**src/design/ssp_pkg.sv**
```systemverilog
package ssp_pkg;
	// ----------------------------------------------------------------
	// Word sizes
	// ----------------------------------------------------------------
	localparam int SR_W        = 24;    // Serial shift register width
	localparam int FREQ_W      = 22;    // Each frequency word
	localparam int REF_W       = 16;    // Reference word
	localparam int ADDR_W      = 2;     // Trailing buffer address bits
	localparam int A_W         = 4;     // A counter field
	localparam int M_W         = 15;    // M counter field
	localparam int RATIO_W     = 13;    // Reference divider ratio
	localparam int UA_W        = 8;     // Pump one current, microamps
	localparam int MULT_W      = 4;     // Pump two multiplier, times two

	// ----------------------------------------------------------------
	// Frequency word field positions
	// ----------------------------------------------------------------
	localparam int FW_A_LSB    = 0;
	localparam int FW_M_LSB    = 4;
	localparam int FW_SENSE    = 19;
	localparam int FW_GAIN_LO  = 20;
	localparam int FW_GAIN_HI  = 21;

	// ----------------------------------------------------------------
	// Reference word field positions
	// ----------------------------------------------------------------
	localparam int RW_CTL_LO   = 0;
	localparam int RW_CTL_HI   = 1;
	localparam int RW_PRESC    = 2;
	localparam int RW_RATIO_LSB = 3;

	// ----------------------------------------------------------------
	// Default buffer address codes and reset values
	// ----------------------------------------------------------------
	localparam logic [1:0] CODE_F1_DEF  = 2'h0;
	localparam logic [1:0] CODE_F2_DEF  = 2'h1;
	localparam logic [1:0] CODE_ACT_DEF = 2'h2;
	localparam logic [1:0] CODE_REF_DEF = 2'h3;
	localparam logic [SR_W-1:0]   SR_RST   = 24'h000000;
	localparam logic [FREQ_W-1:0] FREQ_RST = 22'h000000;
	localparam logic [REF_W-1:0]  REF_RST  = 16'h0000;

	// ----------------------------------------------------------------
	// Pump one currents in microamps and pump two multipliers x2,
	// indexed by {gain_sel_lo, gain_sel_hi}
	// ----------------------------------------------------------------
	localparam logic [UA_W-1:0]   UA_00 = 8'h32;   // 50
	localparam logic [UA_W-1:0]   UA_HI = 8'h4B;   // 75
	localparam logic [UA_W-1:0]   UA_LO = 8'h7D;   // 125
	localparam logic [UA_W-1:0]   UA_11 = 8'hC8;   // 200
	localparam logic [MULT_W-1:0] MX_00 = 4'h2;    // 1
	localparam logic [MULT_W-1:0] MX_HI = 4'h3;    // 1.5
	localparam logic [MULT_W-1:0] MX_LO = 4'h5;    // 2.5
	localparam logic [MULT_W-1:0] MX_11 = 4'h8;    // 4

	// ----------------------------------------------------------------
	// Pin vector indices for the input synchroniser
	// ----------------------------------------------------------------
	localparam int PIN_N     = 6;
	localparam int PIN_DATA  = 0;
	localparam int PIN_SCLK  = 1;
	localparam int PIN_CE    = 2;
	localparam int PIN_SEL   = 3;
	localparam int PIN_PD    = 4;
	localparam int PIN_LOCK  = 5;
endpackage : ssp_pkg

```
**src/design/ssp_top.sv**
```systemverilog
`timescale 1ns/1ps
// Behaviour
// Three-wire link fills a 24-bit shift register
// Most significant bit arrives first
// Chip enable fall copies word to addressed buffer
// Two 22-bit frequency words: A/M, gain, sense
// Select high picks word one, low word two
// 16-bit reference: ratio, enables, prescaler select
// Active-A code updates only A field
// Shifting never disturbs loaded buffers
// Inactive frequency word reloadable while other runs
// Controller sends 24 or 18 bit frames; the bench also sends a 6-bit active-A frame
// Controller zeroes unused A bit in 8/9
// Loading continues during power down
// Gain bits pick pump one current
// Gain bits pick pump two multiplier
// Sense bit sets polarity and swaps detector
// Enable bits decode outputs and pump one
// Lock indicator low in lock; gates pump
// Prescaler bit picks 16/17 or 8/9
// Buffer address codes are parameters
// Data sampled on serial clock rise, enable high
module ssp_top
	import ssp_pkg::*;
#(
	parameter logic [1:0] CODE_F1  = CODE_F1_DEF,
	parameter logic [1:0] CODE_F2  = CODE_F2_DEF,
	parameter logic [1:0] CODE_ACT = CODE_ACT_DEF,
	parameter logic [1:0] CODE_REF = CODE_REF_DEF
) (
	// Clock and reset
	input  wire logic               ref_clk,
	input  wire logic               srst,
	// Serial link pins
	input  wire logic               ser_data,
	input  wire logic               ser_clk,
	input  wire logic               chip_en,
	// Control pins
	input  wire logic               freq_sel,
	input  wire logic               power_down,
	input  wire logic               lock_det,
	// Active divider settings
	output logic [A_W-1:0]          a_count,
	output logic [M_W-1:0]          m_count,
	output logic [RATIO_W-1:0]      ref_ratio,
	output logic                    presc_eight_nine,
	// Phase detector settings
	output logic                    gain_sel_lo,
	output logic                    gain_sel_hi,
	output logic                    pump_sink,
	output logic                    det_swap,
	output logic [UA_W-1:0]         pump_one_ua,
	output logic [MULT_W-1:0]       pump_two_mult_x2,
	// Enables and lock indicator
	output logic                    out_pump_ctl_lo,
	output logic                    out_pump_ctl_hi,
	output logic                    div_out_en,
	output logic                    pump_one_en,
	output logic                    pump_two_en,
	output logic                    lock_ind_n
);

	// ----------------------------------------------------------------
	// Pin synchroniser
	// ----------------------------------------------------------------
	logic [PIN_N-1:0] pin_s1_reg;     // First stage, read by second only
	logic [PIN_N-1:0] pin_s2_reg;     // Second stage
	logic [PIN_N-1:0] pin_s3_reg;     // Third stage
	logic [PIN_N-1:0] pin_lvl_reg;    // Accepted level
	logic [PIN_N-1:0] pin_lvl_next;
	logic [PIN_N-1:0] pins;

	assign pins = {lock_det, power_down, freq_sel, chip_en, ser_clk, ser_data};

	// A level is accepted only once two late stages agree, so a
	// glitch shorter than a clock cycle never becomes an edge
	always_comb begin
		for (int i = 0; i < PIN_N; i++) begin
			pin_lvl_next[i] = (pin_s2_reg[i] == pin_s3_reg[i]) ? pin_s3_reg[i]
			                                                  : pin_lvl_reg[i];
		end
	end

	// Stage registers
	always_ff @(posedge ref_clk) begin
		if (srst) begin
			pin_s1_reg  <= '0;
			pin_s2_reg  <= '0;
			pin_s3_reg  <= '0;
			pin_lvl_reg <= '0;
		end else begin
			pin_s1_reg  <= pins;
			pin_s2_reg  <= pin_s1_reg;
			pin_s3_reg  <= pin_s2_reg;
			pin_lvl_reg <= pin_lvl_next;
		end
	end

	// ----------------------------------------------------------------
	// Edge detection on the accepted levels
	// ----------------------------------------------------------------
	logic sclk_rise;   // Serial clock rising edge
	logic ce_fall;     // Chip enable falling edge
	logic ce_lvl;      // Chip enable level

	assign sclk_rise = pin_lvl_next[PIN_SCLK] & ~pin_lvl_reg[PIN_SCLK];
	assign ce_fall   = ~pin_lvl_next[PIN_CE] & pin_lvl_reg[PIN_CE];
	assign ce_lvl    = pin_lvl_reg[PIN_CE];

	// ----------------------------------------------------------------
	// Shift register and buffers
	// ----------------------------------------------------------------
	logic [SR_W-1:0]   shift_register_reg;
	logic [SR_W-1:0]   shift_register_next;
	logic [FREQ_W-1:0] freq_word_one_reg;
	logic [FREQ_W-1:0] freq_word_one_next;
	logic [FREQ_W-1:0] freq_word_two_reg;
	logic [FREQ_W-1:0] freq_word_two_next;
	logic [REF_W-1:0]  reference_word_reg;
	logic [REF_W-1:0]  reference_word_next;
	logic [ADDR_W-1:0] code;          // Last two bits shifted in
	logic [FREQ_W-1:0] new_freq;      // Word above the address bits
	logic [A_W-1:0]    new_a;         // A field of the incoming word
	logic              use_one;       // Word one is in control

	assign code     = shift_register_reg[ADDR_W-1:0];
	assign new_freq = shift_register_reg[SR_W-1:ADDR_W];
	assign new_a    = new_freq[FW_A_LSB +: A_W];
	assign use_one  = pin_lvl_reg[PIN_SEL];

	// no power-down term, so loading never sleeps
	always_comb begin
		shift_register_next = shift_register_reg;
		freq_word_one_next  = freq_word_one_reg;
		freq_word_two_next  = freq_word_two_reg;
		reference_word_next = reference_word_reg;
		// rising clock, enable high
		if (sclk_rise && ce_lvl) begin
			// shift in, MSB first
			shift_register_next = {shift_register_reg[SR_W-2:0], pin_lvl_reg[PIN_DATA]};
		end
		// transfer on enable fall
		if (ce_fall) begin
			// either word, parameter codes
			if (code == CODE_F1) begin
				freq_word_one_next = new_freq;
			end else if (code == CODE_F2) begin
				freq_word_two_next = new_freq;
			end else if (code == CODE_REF) begin
				// Reference frame is 18 bits, so its word sits low
				reference_word_next = shift_register_reg[ADDR_W +: REF_W];
			end else if (code == CODE_ACT) begin
				// only the A field moves
				if (use_one) begin
					freq_word_one_next[FW_A_LSB +: A_W] = new_a;
				end else begin
					freq_word_two_next[FW_A_LSB +: A_W] = new_a;
				end
			end
		end
	end

	// buffers move only on transfer
	always_ff @(posedge ref_clk) begin
		if (srst) begin
			shift_register_reg <= SR_RST;
			freq_word_one_reg  <= FREQ_RST;
			freq_word_two_reg  <= FREQ_RST;
			reference_word_reg <= REF_RST;
		end else begin
			shift_register_reg <= shift_register_next;
			freq_word_one_reg  <= freq_word_one_next;
			freq_word_two_reg  <= freq_word_two_next;
			reference_word_reg <= reference_word_next;
		end
	end

	// ----------------------------------------------------------------
	// Output decode
	// ----------------------------------------------------------------
	logic [FREQ_W-1:0] act;           // Word in control
	logic [1:0]        gain;          // {lo, hi} table index
	logic              ctl_lo;
	logic              ctl_hi;
	logic              in_lock;
	logic              pd;
	// Registered output set
	logic [A_W-1:0]     a_count_next;
	logic [UA_W-1:0]    ua_next;
	logic [MULT_W-1:0]  mx_next;
	logic               pump_one_next;

	assign in_lock = pin_lvl_reg[PIN_LOCK];
	assign pd      = pin_lvl_reg[PIN_PD];
	assign ctl_lo  = reference_word_reg[RW_CTL_LO];
	assign ctl_hi  = reference_word_reg[RW_CTL_HI];
	// select picks 22-bit word
	assign act     = use_one ? freq_word_one_reg : freq_word_two_reg;
	assign gain    = {act[FW_GAIN_LO], act[FW_GAIN_HI]};

	// Current tables and enable decode
	always_comb begin
		// 8/9 uses three A bits
		a_count_next = act[FW_A_LSB +: A_W];
		if (reference_word_reg[RW_PRESC]) begin
			a_count_next[A_W-1] = 1'b0;
		end
		// pump one current, R14: pump two multiplier
		case (gain)
			2'h0: begin
				ua_next = UA_00;
				mx_next = MX_00;
			end
			2'h1: begin
				ua_next = UA_HI;
				mx_next = MX_HI;
			end
			2'h2: begin
				ua_next = UA_LO;
				mx_next = MX_LO;
			end
			default: begin
				ua_next = UA_11;
				mx_next = MX_11;
			end
		endcase
		// enable code decode, R17: lock gating
		case ({ctl_hi, ctl_lo})
			2'h0:    pump_one_next = 1'b1;
			2'h1:    pump_one_next = 1'b0;
			default: pump_one_next = ~in_lock;
		endcase
		// Power down stops the analog side, never the storage
		if (pd) begin
			pump_one_next = 1'b0;
		end
	end

	// Output registers
	always_ff @(posedge ref_clk) begin
		if (srst) begin
			a_count          <= '0;
			m_count          <= '0;
			ref_ratio        <= '0;
			presc_eight_nine <= 1'b0;
			gain_sel_lo      <= 1'b0;
			gain_sel_hi      <= 1'b0;
			pump_sink        <= 1'b0;
			det_swap         <= 1'b0;
			pump_one_ua      <= UA_00;
			pump_two_mult_x2 <= MX_00;
			out_pump_ctl_lo  <= 1'b0;
			out_pump_ctl_hi  <= 1'b0;
			div_out_en       <= 1'b0;
			pump_one_en      <= 1'b0;
			pump_two_en      <= 1'b0;
			lock_ind_n       <= 1'b1;
		end else begin
			a_count          <= a_count_next;
			m_count          <= act[FW_M_LSB +: M_W];
			// reference fields
			ref_ratio        <= reference_word_reg[RW_RATIO_LSB +: RATIO_W];
			presc_eight_nine <= reference_word_reg[RW_PRESC];
			gain_sel_lo      <= act[FW_GAIN_LO];
			gain_sel_hi      <= act[FW_GAIN_HI];
			// sense sets sink and swap
			pump_sink        <= act[FW_SENSE];
			det_swap         <= act[FW_SENSE];
			pump_one_ua      <= ua_next;
			pump_two_mult_x2 <= mx_next;
			out_pump_ctl_lo  <= ctl_lo;
			out_pump_ctl_hi  <= ctl_hi;
			div_out_en       <= ctl_lo & ~pd;
			pump_one_en      <= pump_one_next;
			pump_two_en      <= ~pd;
			// low while locked
			lock_ind_n       <= ~in_lock;
		end
	end

	// ----------------------------------------------------------------
	// Assertions
	// ----------------------------------------------------------------
	property p_shift;
		@(posedge ref_clk) disable iff (srst)
		(sclk_rise && ce_lvl) |=> shift_register_reg ==
			{$past(shift_register_reg[SR_W-2:0]), $past(pin_lvl_reg[PIN_DATA])};
	endproperty
	a_shift: assert property (p_shift) else $error("shift order wrong");
	property p_no_shift;
		@(posedge ref_clk) disable iff (srst)
		!ce_lvl |=> $stable(shift_register_reg);
	endproperty
	a_no_shift: assert property (p_no_shift) else $error("shift while idle");
	property p_load_one;
		@(posedge ref_clk) disable iff (srst)
		(ce_fall && code == CODE_F1) |=> freq_word_one_reg == $past(new_freq);
	endproperty
	a_load_one: assert property (p_load_one) else $error("word one not loaded");
	property p_hold;
		@(posedge ref_clk) disable iff (srst)
		!ce_fall |=> $stable(freq_word_one_reg) && $stable(freq_word_two_reg)
			&& $stable(reference_word_reg);
	endproperty
	a_hold: assert property (p_hold) else $error("buffer disturbed");
	property p_act_a;
		@(posedge ref_clk) disable iff (srst)
		(ce_fall && code == CODE_ACT && !use_one) |=>
			freq_word_two_reg[FREQ_W-1:A_W] == $past(freq_word_two_reg[FREQ_W-1:A_W])
			&& freq_word_two_reg[A_W-1:0] == $past(new_a) && $stable(freq_word_one_reg);
	endproperty
	a_act_a: assert property (p_act_a) else $error("active A transfer wrong");
	property p_select;
		@(posedge ref_clk) disable iff (srst)
		use_one ##1 use_one |-> m_count == $past(freq_word_one_reg[FW_M_LSB +: M_W]);
	endproperty
	a_select: assert property (p_select) else $error("wrong word in control");
	property p_gain;
		@(posedge ref_clk) disable iff (srst)
		(gain == 2'h2) |=> pump_one_ua == UA_LO && pump_two_mult_x2 == MX_LO;
	endproperty
	a_gain: assert property (p_gain) else $error("gain table wrong");
	property p_gate;
		@(posedge ref_clk) disable iff (srst)
		(ctl_hi && in_lock) |=> !pump_one_en && !lock_ind_n;
	endproperty
	a_gate: assert property (p_gate) else $error("lock gating wrong");
	property p_ctl;
		@(posedge ref_clk) disable iff (srst)
		(!pd && !ctl_hi && !ctl_lo) |=> pump_one_en && !div_out_en && pump_two_en;
	endproperty
	a_ctl: assert property (p_ctl) else $error("enable decode wrong");
	property p_pd_load;
		@(posedge ref_clk) disable iff (srst)
		(pd && ce_fall && code == CODE_F1) |=> freq_word_one_reg == $past(new_freq);
	endproperty
	a_pd_load: assert property (p_pd_load) else $error("load lost in power down");

endmodule : ssp_top

```
**config.mk**
```make
export PLATFORM = sky130hd
export DESIGN_NAME = ssp_top
export DESIGN_NICKNAME = d
export VERILOG_FILES = /design/src/design/ssp_pkg.sv /design/src/design/ssp_top.sv
export SDC_FILE = /design/constraint.sdc
export NUM_CORES = 1
export LEC_CHECK = 0
export ABC_AREA = 1
export BUFFER_PORTS_ARGS = -buffer_cell sky130_fd_sc_hd__buf_2
export CAP_MARGIN = 20
export CORE_MARGIN = 1.5
export CORE_UTILIZATION = 52
export DETAILED_ROUTE_END_ITERATION = 8
export GPL_TIMING_DRIVEN = 0
export PLACE_DENSITY = 0.77
export RECOVER_POWER = 25
export SLEW_MARGIN = 15
export SYNTH_ARGS = -nofsm -noshare
export SYNTH_HDL_FRONTEND = slang
export SYNTH_SLANG_ARGS = --single-unit
```
**constraint.sdc**
```tcl
create_clock -name ref_clk -period 1.5 [get_ports ref_clk]
set_input_delay 0.3 -clock ref_clk [delete_from_list [all_inputs] [get_ports ref_clk]]
set_output_delay 0.3 -clock ref_clk [all_outputs]
set_load 0.02 [all_outputs]
```
==> metrics.csv <==
metric;value;unit
cp.required;1900;ps
numCtsBuffers;17;
yosys_warnings;0;
grt_max_degree;17;
final_area;0.00683;mm2
grt_pass1_vias;4316;
clock_power_share;49.7;%
cts_max_level;4;
avgSynthCellArea;7.94;um2
tns;0;ps
layout_commonest_cell;nor2_1;
syn-cell-area;0.00553;mm2
power_frac_seq;48.1;%
synth_cell_types;24;
vias;4782;
largest_reg_flops;24;
clock_latency;530;ps
diodes;0;
final_hold_viol_count;0;
slew-limit-headroom;60.3;%
final_util;66.2;%
worstMarginPinSlew;596;ps
wl;12700;um
io_buffers;62;
initial_core_util;53.6;%
final_cell_mix;207 x nor2_1, 154 x dfxtp_1, 70 x inv_1;
viasPerCell;5.07;
ys_seq_elements;156;
fillCellCount;819;
design.core.area;0.0103;mm2
die_h;106;um
drv_cap;0;
clk_pin_slew;60;ps
max-vdd-ir-drop;0.651;mV
leakagePower;0.00305;uW
status;finished clean;
dieArea;0.0113;mm2
dpl_cell_area;0.00603;mm2
io_pins;63;
fin_skew;6.70;ps
critPathMaxFanout;10;
period_minus_slack;1470;ps
ys_seq_area_share;56.4;%
holdWs;399;ps
path_class;flop to flop;
regArea;0.00313;mm2
row_count;37;
syn_nets;712;
power.switching;1790;uW
worstSetupEndpointType;flop;
tritoncts;done;
ctsRootBufferMaster;clkbuf_8;
sw_frac_of_total;20.6;%
final_nets;809;
area_growth;23.5;%
globalRouteOverflowTotal;0;
grt_pass1_wl;20100;um
wl_per_cell;13.5;um
drtPass1Iterations;5;
powerDensity;1270;mW/mm2
synth_cells;697;
power;8690;uW
ant_nets;0;
hp-class;flop to flop;
hpwl;8380;um
gp_congestion;0.913;
p_int;6900;uW
pwr-share-comb;2.2;%
drcViolationCount;0;
die_w;106;um
fmax;681;MHz
clock_path_buffers;2;
drtIter0Drc;296;
track_usage;23.0;%
fin_crit_sh;97.9;%
drive_gt1_share;17.3;%
worstPathArrival;1870;ps
cts_sinks;156;
drv_slew;0;
antenna_found_initial;0;
start_kind;flop;
finalSetupViolations;0;
multiInputGateArea;0.00194;mm2
[final cells by class]
class	count	area share, %
Sequential cell	156	45.8
Multi-Input combinational cell	422	28.4
Clock buffer	23	6.83
Timing Repair Buffer	78	6.67
Inverter	76	4.21
Buffer	43	3.57
Tap cell	136	2.49
Clock inverter	9	2.00
[synth_stat cells]
| cell type | n | area [um2] |
|---|---|---|
| a211oi_1 | 1 | 7.51 |
| nand4_1 | 9 | 56.3 |
| buf_4 | 7 | 52.6 |
| nor3_1 | 3 | 15.0 |
| buf_2 | 9 | 45.0 |
| nand2_2 | 1 | 6.26 |
| nand3_1 | 34 | 170 |
| buf_1 | 5 | 18.8 |
| clkbuf_1 | 19 | 71.3 |
| a21oi_1 | 31 | 155 |
| nor4_1 | 1 | 6.26 |
| inv_1 | 74 | 278 |
| nand2_1 | 51 | 191 |
| inv_2 | 1 | 3.75 |
| dfxtp_1 | 156 | 3120 |
| nor2_4 | 2 | 22.5 |
| ha_1 | 7 | 87.6 |
| nor2_2 | 1 | 6.26 |
| buf_6 | 3 | 33.8 |
| nor3_4 | 2 | 32.5 |
| o21ai_0 | 68 | 340 |
| nor2_1 | 210 | 788 |
| nand3_4 | 1 | 17.5 |
| clkinv_1 | 1 | 3.75 |
[routing by layer]
layer | wire length (um) | vias up | share of wire, % | track usage, %
met4 | 244 | 0 | 1.9 | 8.49
met1 | 5320 | 2206 | 42 | 26.6
met3 | 770 | 26 | 6.1 | 6.62
met5 | 0 | - | 0 | 0
li1 | - | 2365 | - | -
met2 | 6370 | 185 | 50 | 40.2
[timing repair]
| action | 4_1_cts | 5_1_grt |
|---|---|---|
| cloned | 1 | 0 |
| hold endpoints to repair | 6 | 0 |
| setup endpoints to repair | 57 | 48 |
| hold buffers | 6 | 0 |
| buffers inserted | 5 | 4 |
| gates resized for setup | 12 | 23 |
| pin swaps | 4 | 5 |
[critical path, cell delays in order, from the launching register on]
cell and delay [ps]:
dfxtp_1 360, inv_1 50, nand4_1 150, buf_2 250, clkbuf_1 390, a21oi_1 150
[power groups by stage]
stage / logic (uW) / registers, uW / clock network [uW]
after floorplan: 115 / 4270 / 0
final: 193 / 4180 / 4320
after global placement: 173 / 4270 / 0
after global routing: 215 / 4180 / 4580
after detailed placement: 176 / 4270 / 0
after CTS: 191 / 4180 / 4350
[cell families after synthesis]
kind of cell / synth area share, %
adder cells (fa/ha/maj): 1.58
AND/OR/NAND/NOR: 23.7
flip-flops: 56.4
buffers and inverters: 9.16
AO/OA/AOI/OAI: 9.09
[path summary, 6_finish.rpt]
kind	endpoint	slack, ps	cells after the start	from
worst min-delay path	pin_s2_reg[1]	400	2	pin_s1_reg[1]
worst max-delay path	shift_register_reg[12]	30	5	pin_lvl_reg[1]
worst max register to register	shift_register_reg[12]	30	5	pin_lvl_reg[1]
worst min register to register	pin_s2_reg[1]	400	2	pin_s1_reg[1]
[per-stage QoR]
step	instances	worst slack, ps
after global placement	895	-175
after floorplan	697	46.3
after global routing	943	-14.1
after detailed placement	895	-259
after CTS	939	-12.1
final	943	31.3
(Power assumes the default switching activity.)
